--- src/hw/fse_pkg.sv ---
// Constants and types shared by the sector erase abort sequencer
package fse_pkg;
  // Clock and operation times
  localparam int unsigned CLOCK_PERIOD_NS = 5;
  localparam int unsigned ERASE_TIME_NS = 20000;
  localparam int unsigned PROG_TIME_NS = 10000;
  localparam logic [11:0] ERASE_CYCLES =
    12'((ERASE_TIME_NS + CLOCK_PERIOD_NS - 1) / CLOCK_PERIOD_NS);
  localparam logic [11:0] PROG_CYCLES =
    12'((PROG_TIME_NS + CLOCK_PERIOD_NS - 1) / CLOCK_PERIOD_NS);
  localparam logic [11:0] CNT_LAST = 12'h001;
  // Command codes
  localparam logic [7:0] CMD_PROGRAM = 8'h20;
  localparam logic [7:0] CMD_SECTOR_ERASE = 8'h40;
  localparam logic [7:0] CMD_ERASE_ABORT = 8'h47;
  // Nonvolatile register area
  localparam logic [15:0] NV_BASE = 16'hffb0;
  localparam int NV_DEPTH = 16;
  localparam logic [7:0] NV_ERASED = 8'hff;
  localparam logic [3:0] NV_PROT_IDX = 4'hd;
  localparam logic [3:0] NV_OPT_IDX = 4'hf;
  localparam int NV_AREA_LSB = 4;
  localparam int SECTOR_LSB = 9;
  localparam int OPT_BACKDOOR_BIT = 7;
  // Bus address layout
  localparam int ADR_W = 19;
  localparam int FLASH_SEL_BIT = 18;
  localparam logic [7:0] REG_CMD = 8'h00;
  localparam logic [7:0] REG_STATUS = 8'h04;
  localparam logic [7:0] REG_IRQ_STAT = 8'h08;
  localparam logic [7:0] REG_IRQ_MASK = 8'h0c;
  localparam logic [7:0] REG_PROT = 8'h10;
  localparam logic [7:0] REG_OPT = 8'h14;
  localparam logic [7:0] REG_KEY_LO = 8'h18;
  localparam logic [7:0] REG_KEY_HI = 8'h1c;
  localparam logic [7:0] REG_SECURE = 8'h20;
  // Status and interrupt bit positions
  localparam int ST_CBE_BIT = 7;
  localparam int ST_CCF_BIT = 6;
  localparam int ST_ACC_BIT = 4;
  localparam int IRQ_CCF_BIT = 0;
  localparam int IRQ_ACC_BIT = 1;
  // Command write sequence states
  typedef enum logic [3:0] {
    SEQ_LOAD = 4'b0001,
    SEQ_IDLE = 4'b0010,
    SEQ_ARMED = 4'b0100,
    SEQ_READY = 4'b1000
  } fse_seq_t;
  // Engine states
  typedef enum logic [2:0] {
    ENG_IDLE = 3'b001,
    ENG_ERASE = 3'b010,
    ENG_PROG = 3'b100
  } fse_eng_st_t;
endpackage : fse_pkg

--- src/hw/fse_eng_if.sv ---
// Link between the command sequencer and the timing engine
`timescale 1ns/10ps
`default_nettype none
interface fse_eng_if;
  logic start;         // Launch pulse
  logic [7:0] code;    // Command code with start
  logic abort;         // Abort pulse
  logic busy;          // Engine running
  logic erasing;       // Sector erase running
  logic done;          // Completion pulse
  logic cutShort;      // Erase ended early, with done
  modport eng (input start, code, abort, output busy, erasing, done,
    cutShort);
  modport ctl (output start, code, abort, input busy, erasing, done,
    cutShort);
endinterface : fse_eng_if
`default_nettype wire

--- src/hw/fse_engine.sv ---
// Timing engine for erase and program operations
`timescale 1ns/10ps
`default_nettype none
module fse_engine import fse_pkg::*; (
  // Clock and reset
  input wire logic clock,
  input wire logic rst_b,
  // Sequencer side
  fse_eng_if.eng eng
);
  // Whole engine state
  typedef struct packed {
    fse_eng_st_t st;
    logic [11:0] cnt;
    logic done;
    logic cutShort;
  } fse_eng_state_t;
  fse_eng_state_t s_reg, s_next;

  // Next state
  always_comb begin
    s_next = s_reg;
    s_next.done = 1'b0;
    s_next.cutShort = 1'b0;
    case (s_reg.st)
      ENG_IDLE: begin
        if (eng.start) begin
          case (eng.code)
            CMD_SECTOR_ERASE: begin
              s_next.st = ENG_ERASE;
              s_next.cnt = ERASE_CYCLES;
            end
            CMD_PROGRAM: begin
              s_next.st = ENG_PROG;
              s_next.cnt = PROG_CYCLES;
            end
            default: s_next.done = 1'b1;
          endcase
        end
      end
      ENG_ERASE: begin
        if (s_reg.cnt == CNT_LAST) begin
          // Normal finish beats a late abort
          s_next.st = ENG_IDLE;
          s_next.done = 1'b1;
        end else if (eng.abort) begin
          s_next.st = ENG_IDLE;
          s_next.done = 1'b1;
          s_next.cutShort = 1'b1;
        end else begin
          s_next.cnt = s_reg.cnt - CNT_LAST;
        end
      end
      ENG_PROG: begin
        if (s_reg.cnt == CNT_LAST) begin
          s_next.st = ENG_IDLE;
          s_next.done = 1'b1;
        end else begin
          s_next.cnt = s_reg.cnt - CNT_LAST;
        end
      end
      default: s_next.st = ENG_IDLE;
    endcase
  end

  // State register
  always_ff @(posedge clock or negedge rst_b) begin
    if (!rst_b) begin
      s_reg <= '{st: ENG_IDLE, cnt: 12'h000, done: 1'b0, cutShort: 1'b0};
    end else begin
      s_reg <= s_next;
    end
  end

  // Outputs to the sequencer
  assign eng.busy = (s_reg.st != ENG_IDLE);
  assign eng.erasing = (s_reg.st == ENG_ERASE);
  assign eng.done = s_reg.done;
  assign eng.cutShort = s_reg.cutShort;
endmodule : fse_engine
`default_nettype wire

--- src/hw/fse_sector_abort.sv ---
// Flash command sequencer with sector erase abort and nonvolatile area
// Overview of operation
// - Abort stops a running sector erase
// - First step: any flash write, ignored
// - Second step: code 47h into command register
// - Writing one to buffer-empty launches command
// - Cut erase sets access error with complete
// - Erase finishing normally leaves access error clear
// - Nonvolatile area: sixteen bytes from FFB0h
// - Protection and option bytes load after reset
// - Eight-byte backdoor key unlocks secure memory
// - Nonvolatile bytes change only by commands
//
// Implementation choices: the Wishbone interface to the registers and the address map.
`timescale 1ns/10ps
`default_nettype none
module fse_sector_abort import fse_pkg::*; (
  // Clock and reset
  input wire logic clock,
  input wire logic rst_b,
  // Wishbone slave
  input wire logic [ADR_W-1:0] wbAdrI,
  input wire logic [31:0] wbDatI,
  input wire logic [3:0] wbSelI,
  input wire logic wbWeI,
  input wire logic wbCycI,
  input wire logic wbStbI,
  output logic [31:0] wbDatO,
  output logic wbAckO,
  // Interrupt
  output logic irq
);
  // Field positions local to the register map
  localparam int BYTE_W = 8; // Register width in bits
  localparam int LANES = 4; // Byte lanes per bus word
  localparam int KEY_HI_LSB = 32; // Upper half of the key
  localparam int KEY_BYTES = 8; // Backdoor key length
  localparam int REG_OFF_MSB = 7; // Top bit of register offset
  localparam int SECURE_BIT = 0; // Unlock request and state
  localparam int CTRL_LANE = 0; // Lane carrying control bytes

  // Whole sequencer state
  typedef struct packed {
    fse_seq_t seq;                 // Command write sequence
    logic ack;                     // Bus acknowledge
    logic [31:0] datOut;           // Bus read data
    logic [7:0] cmd;               // Command register
    logic [7:0] runCmd;            // Command under way
    logic [15:0] runAddr;          // Address under way
    logic [7:0] runData;           // Data under way
    logic [15:0] flAddr;           // Latched flash address
    logic [7:0] flData;            // Latched flash data
    logic cbe;                     // Command buffer empty
    logic ccf;                     // Command complete
    logic accErr;                  // Access error
    logic [1:0] irqStat;           // Sticky events
    logic [1:0] irqMask;           // Event enables
    logic irq;                     // Interrupt output
    logic [7:0] prot;              // Working protection byte
    logic [7:0] opt;               // Working option byte
    logic [63:0] key;              // Key written by software
    logic unlocked;                // Backdoor match
    logic engStart;                // Engine launch
    logic engAbort;                // Engine abort
    logic [NV_DEPTH-1:0][7:0] nv;  // Nonvolatile bytes
  } fse_state_t;
  fse_state_t s_reg, s_next;

  // Engine link
  fse_eng_if engLink();

  // Timing engine
  fse_engine uEngine (
    .clock(clock),
    .rst_b(rst_b),
    .eng(engLink.eng)
  );

  // Engine inputs straight from state
  assign engLink.start = s_reg.engStart;
  assign engLink.code = s_reg.runCmd;
  assign engLink.abort = s_reg.engAbort;

  // Decoded bus access
  logic access;
  logic wr;
  logic flashSel;
  logic [15:0] flAdr;
  logic [7:0] regOff;
  logic inNvArea;
  logic [7:0] flRead;

  // Bus decode
  always_comb begin
    access = wbCycI & wbStbI & ~s_reg.ack;
    wr = access & wbWeI;
    flashSel = wbAdrI[FLASH_SEL_BIT];
    // Flash byte address drops the word offset bits
    flAdr = wbAdrI[FLASH_SEL_BIT-1:2];
    regOff = wbAdrI[REG_OFF_MSB:0];
    // Only the nonvolatile area is held; rest reads erased
    inNvArea = (flAdr[15:NV_AREA_LSB] == NV_BASE[15:NV_AREA_LSB]);
    flRead = inNvArea ? s_reg.nv[flAdr[NV_AREA_LSB-1:0]] : NV_ERASED;
  end

  // Next state
  always_comb begin
    s_next = s_reg;
    s_next.ack = 1'b0;
    s_next.engStart = 1'b0;
    s_next.engAbort = 1'b0;
    // Buffer frees one cycle after a launch
    if (!s_reg.cbe) begin
      s_next.cbe = 1'b1;
    end

    // Sequence housekeeping before the bus access below
    case (s_reg.seq)
      SEQ_LOAD: begin
        // Working bytes load once reset is released
        s_next.prot = s_reg.nv[NV_PROT_IDX];
        s_next.opt = s_reg.nv[NV_OPT_IDX];
        s_next.seq = SEQ_IDLE;
      end
      SEQ_IDLE, SEQ_ARMED, SEQ_READY: begin
        // Steps advance only on bus writes
      end
      default: begin
        // Lost code: restart from the first step
        s_next.seq = SEQ_IDLE;
      end
    endcase

    // Bus access, answered one cycle later
    if (access) begin
      s_next.ack = 1'b1;
      s_next.datOut = 32'h0000_0000;
      if (flashSel) begin
        // Flash space
        if (wr) begin
          // Plain writes never store into the array
          if (s_reg.seq == SEQ_IDLE) begin
            s_next.flAddr = flAdr;
            s_next.flData = wbDatI[7:0];
            s_next.seq = SEQ_ARMED;
          end else if (s_reg.seq != SEQ_LOAD) begin
            // Write out of turn breaks the sequence
            s_next.accErr = 1'b1;
            s_next.seq = SEQ_IDLE;
          end
        end else begin
          s_next.datOut = {24'h00_0000, flRead};
        end
      end else begin
        // Register space
        case (regOff)
          REG_CMD: begin
            s_next.datOut = {24'h00_0000, s_reg.cmd};
            if (wr && wbSelI[0]) begin
              // Code is taken only right after a flash write
              if (s_reg.seq == SEQ_ARMED) begin
                s_next.cmd = wbDatI[7:0];
                s_next.seq = SEQ_READY;
              end else if (s_reg.seq != SEQ_LOAD) begin
                s_next.accErr = 1'b1;
                s_next.seq = SEQ_IDLE;
              end
            end
          end
          REG_STATUS: begin
            // Flags read back as one byte
            s_next.datOut[ST_CBE_BIT] = s_reg.cbe;
            s_next.datOut[ST_CCF_BIT] = s_reg.ccf;
            s_next.datOut[ST_ACC_BIT] = s_reg.accErr;
            if (wr && wbSelI[0]) begin
              // Access error clears by writing one
              if (wbDatI[ST_ACC_BIT]) begin
                s_next.accErr = 1'b0;
              end
              if (wbDatI[ST_CBE_BIT] && s_reg.cbe) begin
                s_next.cbe = 1'b0;
                if (s_reg.seq != SEQ_READY) begin
                  // Launch without a full sequence
                  s_next.accErr = 1'b1;
                end else if (s_reg.cmd == CMD_ERASE_ABORT) begin
                  if (engLink.erasing) begin
                    s_next.engAbort = 1'b1;
                  end else if (!engLink.busy) begin
                    // Nothing to stop: quiet completion
                    s_next.runCmd = s_reg.cmd;
                    s_next.engStart = 1'b1;
                    s_next.ccf = 1'b0;
                  end else begin
                    // Abort during programming is ignored
                  end
                end else if (s_reg.cmd != CMD_SECTOR_ERASE &&
                    s_reg.cmd != CMD_PROGRAM) begin
                  // Unknown code
                  s_next.accErr = 1'b1;
                end else if (engLink.busy) begin
                  // Only an abort may join a running command
                  s_next.accErr = 1'b1;
                end else begin
                  s_next.runCmd = s_reg.cmd;
                  s_next.runAddr = s_reg.flAddr;
                  s_next.runData = s_reg.flData;
                  s_next.engStart = 1'b1;
                  s_next.ccf = 1'b0;
                end
                if (s_reg.seq != SEQ_LOAD) begin
                  s_next.seq = SEQ_IDLE;
                end
              end
            end
          end
          REG_IRQ_STAT: begin
            s_next.datOut[1:0] = s_reg.irqStat;
            if (wr && wbSelI[0]) begin
              // Write one to clear
              s_next.irqStat = s_reg.irqStat & ~wbDatI[1:0];
            end
          end
          REG_IRQ_MASK: begin
            // Plain read and write of the enables
            s_next.datOut[1:0] = s_reg.irqMask;
            if (wr && wbSelI[0]) begin
              s_next.irqMask = wbDatI[1:0];
            end
          end
          REG_PROT: begin
            // Read only; writes are dropped
            s_next.datOut[BYTE_W-1:0] = s_reg.prot;
          end
          REG_OPT: begin
            // Read only; writes are dropped
            s_next.datOut[BYTE_W-1:0] = s_reg.opt;
          end
          REG_KEY_LO: begin
            // Key is write only; each lane lands on its own
            if (wr) begin
              for (int b = 0; b < LANES; b++) begin
                if (wbSelI[b]) begin
                  s_next.key[BYTE_W*b +: BYTE_W] = wbDatI[BYTE_W*b +: BYTE_W];
                end
              end
            end
          end
          REG_KEY_HI: begin
            // Upper four bytes, same lane rule
            if (wr) begin
              for (int b = 0; b < LANES; b++) begin
                if (wbSelI[b]) begin
                  s_next.key[KEY_HI_LSB + BYTE_W*b +: BYTE_W] =
                    wbDatI[BYTE_W*b +: BYTE_W];
                end
              end
            end
          end
          REG_SECURE: begin
            // Read shows whether the key matched
            s_next.datOut[SECURE_BIT] = s_reg.unlocked;
            if (wr && wbSelI[CTRL_LANE] && wbDatI[SECURE_BIT]) begin
              // Compare only when the option allows it
              s_next.unlocked = s_reg.opt[OPT_BACKDOOR_BIT] &&
                (s_reg.key == s_reg.nv[KEY_BYTES-1:0]);
            end
          end
          default: begin
            // Unmapped: reads zero, writes ignored
            s_next.datOut = 32'h0000_0000;
          end
        endcase
      end
    end

    // Engine completion, after clears so a set wins
    if (engLink.done) begin
      s_next.ccf = 1'b1;
      if (engLink.cutShort) begin
        // Sector may be partly erased; array left as is
        s_next.accErr = 1'b1;
      end else if (s_reg.runCmd == CMD_SECTOR_ERASE) begin
        // Full erase of the area's sector wipes every byte
        if (s_reg.runAddr[15:SECTOR_LSB] == NV_BASE[15:SECTOR_LSB]) begin
          s_next.nv = {NV_DEPTH{NV_ERASED}};
        end
      end else if (s_reg.runCmd == CMD_PROGRAM) begin
        if (s_reg.runAddr[15:NV_AREA_LSB] == NV_BASE[15:NV_AREA_LSB]) begin
          // Programming only clears bits
          s_next.nv[s_reg.runAddr[NV_AREA_LSB-1:0]] =
            s_reg.nv[s_reg.runAddr[NV_AREA_LSB-1:0]] & s_reg.runData;
        end
      end
    end

    // Sticky events
    if (s_next.ccf && !s_reg.ccf) begin
      s_next.irqStat[IRQ_CCF_BIT] = 1'b1;
    end
    if (s_next.accErr && !s_reg.accErr) begin
      s_next.irqStat[IRQ_ACC_BIT] = 1'b1;
    end
    // Level interrupt from unmasked events
    s_next.irq = |(s_next.irqStat & s_next.irqMask);
  end

  // State register
  always_ff @(posedge clock or negedge rst_b) begin
    if (!rst_b) begin
      // Array starts erased; sequence starts by loading
      s_reg <= '{
        seq: SEQ_LOAD,
        ack: 1'b0,
        datOut: 32'h0000_0000,
        cmd: 8'h00,
        runCmd: 8'h00,
        runAddr: 16'h0000,
        runData: 8'h00,
        flAddr: 16'h0000,
        flData: 8'h00,
        cbe: 1'b1,
        ccf: 1'b1,
        accErr: 1'b0,
        irqStat: 2'h0,
        irqMask: 2'h0,
        irq: 1'b0,
        prot: 8'h00,
        opt: 8'h00,
        key: 64'h0000_0000_0000_0000,
        unlocked: 1'b0,
        engStart: 1'b0,
        engAbort: 1'b0,
        nv: {NV_DEPTH{NV_ERASED}}
      };
    end else begin
      s_reg <= s_next;
    end
  end

  // Outputs from flip-flops
  assign wbDatO = s_reg.datOut;
  assign wbAckO = s_reg.ack;
  assign irq = s_reg.irq;
endmodule : fse_sector_abort
`default_nettype wire

--- config.mk ---
export PLATFORM = sky130hd
export DESIGN_NAME = fse_sector_abort
export DESIGN_NICKNAME = d
export VERILOG_FILES = /design/src/hw/fse_pkg.sv /design/src/hw/fse_eng_if.sv /design/src/hw/fse_engine.sv /design/src/hw/fse_sector_abort.sv
export SDC_FILE = /design/constraint.sdc
export NUM_CORES = 1
export LEC_CHECK = 0
export BUFFER_PORTS_ARGS = -buffer_cell sky130_fd_sc_hd__buf_2
export CAP_MARGIN = 20
export CORE_ASPECT_RATIO = 0.5
export CORE_UTILIZATION = 62
export DETAILED_ROUTE_END_ITERATION = 12
export PLACE_DENSITY = 0.81
export SYNTH_ARGS = -nofsm -noshare
export SYNTH_HDL_FRONTEND = slang
export SYNTH_SLANG_ARGS = --single-unit
export TNS_END_PERCENT = 5
--- constraint.sdc ---
create_clock -name clock -period 3.25 [get_ports clock]
set_clock_uncertainty 0.1 [all_clocks]
set_input_delay 0.65 -clock clock [delete_from_list [all_inputs] [get_ports clock]]
set_output_delay 0.65 -clock clock [all_outputs]
set_load 0.05 [all_outputs]
# Word level (Yosys, flattened, before mapping)
# Cells that the tools add are included.
dict set report totals {
  reg_bits 337
  output_inout_bits 34
  inputBits 60
  wordCells 243
}
dict set report op_classes {
  n_eq_ne 38
  n_mux 106
  reduce_logical 33
  n_lt_le_gt_ge 3
  bitwise 14
  addsub 1
}
# cell count
set op_table {}
lappend op_table {{$mux W128} 4}
lappend op_table {{$mux W32} 7}
lappend op_table {{$bwmux W128} 1}
lappend op_table {{$mux W108} 1}
lappend op_table {{$mux W24} 4}
lappend op_table {{$mux W8} 11}
lappend op_table {{$bmux W8 S4} 2}
lappend op_table {{$eq A64 B64 Y1} 1}
lappend op_table {{$reduce_and A5 Y1} 10}
lappend op_table {{$mux W4} 10}
lappend op_table {{$mux W40} 1}
lappend op_table {{$pmux W13 S3} 1}
lappend op_table {{$mux W12} 3}
lappend op_table {{$demux W8 S4} 1}
lappend op_table {{$eq A8 B5 Y1 const B} 4}
lappend op_table {{$mux W1} 30}
lappend op_table {{$pmux W15 S2} 1}
lappend op_table {{$mux W2} 14}
lappend op_table {{$eq A12 B12 Y1 const B} 2}
lappend op_table {{$reduce_and A9 Y1} 2}
lappend op_table {{$eq A8 B4 Y1 const B} 2}
lappend op_table {{$eq A8 B6 Y1 const B} 2}
lappend op_table {{$eq A8 B7 Y1 const B} 2}
lappend op_table {{$mux W16} 1}
lappend op_table {{46 further kinds} 78}

# Longest topological paths before layout
dict set report depth {
  ltp_word 16
  mapped_depth 9
  depth_no_buf 7
}

# Cells and area by module
# Synthesis repeated with hierarchy kept, for this count alone.
dict set report hier_totals {
  hier_cells 1206
  hier_area_um2 16141.7
}
# module seq_area_each_um2 instances cells_each area_each_um2
set by_module_without_submodules {}
lappend by_module_without_submodules {fse_sector_abort 7571.0 1 1090 15074.5}
lappend by_module_without_submodules {fse_engine 426.7 1 116 1067.3}

# Least setup slack after synthesis
# No wires, ideal clock.
dict set report synth_path {
  path_type {in2reg}
  startpoint {in wbAdrI[2]}
  endpoint {reg s_reg (netlist bit wbDatO[2])}
  slack_ns 0.431
  required_ns 3.027
  arrival_time_ns 2.597
  path_buffers 3
  setup_time_ns 0.123
  path_stages 6
  path_cell_list {buf_2 buf_2 buf_2 mux4_2 mux4_2 o221a_2}
}
dict set report synth_via {
  elab_chain_len 5
  elab_cells_between_ends 9
  classes_between {2 x eq/ne; 6 x mux; 1 x reduce/logical}
}
# element line
set synth_rtl {}
lappend synth_rtl {{start, declared} fse_sector_abort.sv:22} ;# input wire logic [ADR_W-1:0] wbAdrI,
lappend synth_rtl {{$bmux W8 S4} fse_sector_abort.sv:103} ;# flRead = inNvArea ? s_reg.nv[flAdr[NV_AREA_LSB-1:0]] : NV_ERASED;
lappend synth_rtl {{$mux W8 (not written as such)} fse_sector_abort.sv:103}
lappend synth_rtl {{$mux W8} fse_sector_abort.sv:103}
lappend synth_rtl {{$mux W8} fse_sector_abort.sv:140} ;# if (wr) begin
lappend synth_rtl {{$mux W32 *} fse_sector_abort.sv:138} ;# if (flashSel) begin
lappend synth_rtl {{end signal, assigned} fse_sector_abort.sv:311} ;# s_reg <= '{
lappend synth_rtl {{end signal, assigned} fse_sector_abort.sv:336} ;# s_reg <= s_next;
lappend synth_rtl {{end, declared} fse_sector_abort.sv:67} ;# fse_state_t s_reg, s_next;
# Every way passes the cells marked *; elsewhere a longest branch is shown, timed or not. The select of a mux whose other input is x is not followed.
# A chain may end at the register's enable or synchronous reset.

# Worst setup path after layout
dict set report layout_path {
  startpoint {reg s_reg (netlist bit engLink.code[4])}
  endpoint {reg s_reg[22] (netlist bit)}
}
dict set report layout_via {
  elab_chain_len 3
  elab_cells_between_ends 7
  classes_between {3 x eq/ne; 1 x mux; 3 x reduce/logical}
}
# element line
set layout_rtl {}
lappend layout_rtl {{$eq A8 B7 Y1 / $eq A8 B6 Y1 (equally long branches)} {fse_sector_abort.sv:282, fse_sector_abort.sv:287}}
lappend layout_rtl {{$ne A2 B1 Y1 (no line) / $reduce_bool A2 Y1 (equally long branches)} --}
lappend layout_rtl {{$reduce_and A5 Y1 (no line)} --}
# Several ways; a longest one is shown, not always the timed one.

==> results.md <==
- Status: complete, no violations
- CTS Buffer Depth: 3
- Most common cell after layout, fill and taps aside: mux2_2
- Final Hold Fails: 0
- First-pass GRT wire length: between 60000 and 70000 µm
- Reg2reg start: engLink.code[4]
- Slowest stage cell, crit path: or2_2
- Worst Path Arrival: ~3.2 ns
- Core Rows: a little over 40
- Top Ports: 94
- TritonCTS Buffers: 27
- Worst path bufs/invs: 0
- Vias in the first global route: 10800
- Cell Area, Synth: 16320 µm²
- Worst hold path class: input port to register
- Mapped Cells: roughly 1200
- Post-place setup slack: roughly 0.3 ns
- Final Max Tran Viols: 0
- Fin crit period: roughly 2.8 ns
- # diodes: 0
- Hold Path Sink: s_reg[172]
- Critical path startpoint category: register
- Remaining DRCs: 0
- Core box area: 25500 µm²
- Total wire length: 42350 µm
- Clock power share: about two fifths
- Vias: 10870
- Setup TNS: 0 ns
- R2R Setup Slk: 0.44 ns
- Clock-pin transition on the worst setup and hold timing paths: around 0.07 ns
- Max Cap Viol: 0
- Synth area leader: dfrtp_1
- Synth cell types: 78
- Seq pwr share: 52.5%
- Die width: roughly 230 µm
- Initial antenna violation count: 0
- Clk_lat worst skew: 0.56 ns
- Largest fanout on the critical path: 20
- Total gr overflow: 0
- Pleak: approximately 7.7 nW
- Gpl congestion: 0.9862
- Hold_buf cts: 1
- Commonest cells after routing, fill and taps aside: mux2_2 (248), dfrtp_1 (180), dfstp_2 (132)
- Vias per inst: about 6.7
- Crit-path max cell delay: 0.66 ns
- R2r endpoint: s_reg[22]
- Switching part of the total power: 24.56%
- Worst path cell trace: or4b_1 > or2_2 > a21oi_4 > mux2_2
- Yosys top cell area share: 27.75%
- Share of cells above drive strength 1: a little over half
- Slew at the pin closest to its max-slew limit: roughly 1.0 ns
- Crit end category: register
- CTS tree: built
- Final worst path period share: between 80% and 90%
- Die area: 27020 µm²
- Post-CTS Setup Inserts: 0
- P_int: 5.837 mW
- Hold_sp: wbDatI[9]
- Synthesis-stage register bit count: roughly 310
- Sw Pwr: 1.900 mW
- Total GRT Usage: about a third
- CTS sink count: 313
- CTS root buf: clkbuf_16
- Worst hold stages: 3
- Crit path required time: 3.64 ns
- Worst setup margin: 0.4427 ns
- Crit Path Class: register to register
- Iter 0 DRT Violations: between 1000 and 1500
- Placed Cells: 1574
- Worst Reg-to-Reg Cells: 4
- Die Height: 116.7 µm
- Sequential fraction of the synthesis area: between 40% and 50%
- PortBufs: 69
- Total chip power: 7.737 mW
- Yosys warnings: 0
- Highest Clock Rate: 356.2 MHz
- Hpwl dp: 31040 µm
- Largest net degree at the start of global routing: 132
- Family with the most delay on the worst path: simple AND/OR/NAND/NOR gates
- Final setup viols: 0
- Wirelength per Cell: 26.06 µm
- Post-route ant nets: 0
- Number of flip-flops in the largest register: 276
- Pwr Density: 433.1 nW/µm²
- Area contributors post-synth: dfrtp_1 (28%), dfstp_2 (21%), mux2_2 (17%), mux4_2 (11%), xnor2_1 (2.1%)
- Layout net count: 1322
- H-tree levels: 1
- Fill count: roughly 1700
- Combinational share of power: about 6.7%
- Asr flop ratio synth: 100.0%
- RSZ-0062 raised after global routing: no
- Maximum vdd drop: 0.3637 mV
- Syn_area_per_cell: 13.76 µm²
- First-pass iteration count of the detailed router: 5
- Area grow syn2layout: 9.468%
- Predominant post-synthesis flop cell: dfrtp_1
- Post-Layout Cell Count: 1625
- Rel. slew slack: 33.53%
- Initial Utilization: between 60% and 70%
- Post-CTS sizing: 0
- EDFF count, synth: 0
## worst max path at each step
stage          slack, ns               to       startpoint  depth (start not counted)
3_3_place_gp        0.37        wbDatO[1]        wbAdrI[2]                          6
4_1_cts             0.48        s_reg[21]  engLink.code[4]                          4
3_5_place_dp        0.30  engLink.code[1]        wbAdrI[1]                          6
6_report            0.44        s_reg[22]  engLink.code[4]                          4
5_1_grt             0.38        s_reg[18]  engLink.code[4]                          4
2_1_floorplan       0.43        wbDatO[2]        wbAdrI[2]                          6
## per-stage QoR
step	area (µm²)	util, %	hold slack, ns
global placement	17020	66.75	0.3572
detailed placement	17020	66.75	0.3642
global route	17870	70.07	0.2227
finish	17870	70.07	0.2244
floorplan	16410	-	0.2544
CTS	17870	70.07	0.2204
## synth_stat cells, drive strengths merged, types with 11 or more instances
cell type	number
nor3	14
nor4	16
dfstp	132
clkbuf	26
nor2	37
nand3	23
mux2	264
buf	61
a21oi	27
nand2b	14
o21ai	36
mux2i	11
dfrtp	181
inv	13
xor2	16
nand2	56
xnor2	40
nand4	20
nor2b	15
mux4	78
## area by class of cell
type / instances / area, µm² / share of cell area (%)
clock buffers: 36 / 729.5 / 4.083
clock inverters: 14 / 108.9 / 0.6093
inverters: 13 / 48.80 / 0.2731
multi-input cells: 797 / 7836 / 43.86
flip-flops and latches: 313 / 7999 / 44.77
well taps: 344 / 430.4 / 2.409
repair buffers: 108 / 713.2 / 3.992
## power groups by stage
stage                     Combinational, mW  Clock (mW)  Sequential (mW)
after floorplan                       0.338           0             4.10
after global placement                0.505           0             4.12
after detailed placement              0.517           0             4.13
after CTS                             0.521        3.19             4.06
after global routing                  0.558        3.36             4.07
final                                 0.518        3.16             4.06
## worst min-delay path, cell delays in order
cell and delay [ns]:
buf_2 0.09, nand2_1 0.04, o21ai_0 0.07
## layer usage
layer / GRT usage [%] / part of all wire, % / vias to the layer above
met5: 0 / 0 / -
met4: 10.77 / 3.2 / 0
met3: 9.790 / 12 / 98
met2: 48.04 / 44 / 611
met1: 46.83 / 41 / 5622
li1: - / - / 4540
## logic make-up (layout without fill, tap and decap cells)
kind of cell / Yosys count / count (layout) / synth area share [%]
compound gates: 116 / 116 / 5.642
xor+xnor: 56 / 56 / 3.005
fa+ha+maj: 2 / 2 / 0.1533
buf+inv: 100 / 171 / 3.534
flops: 313 / 313 / 49.00
mux: 353 / 353 / 30.02
other cells: 1 / 25 / 0.02298
simple gates: 245 / 245 / 8.617
(Power assumes the default switching activity.)
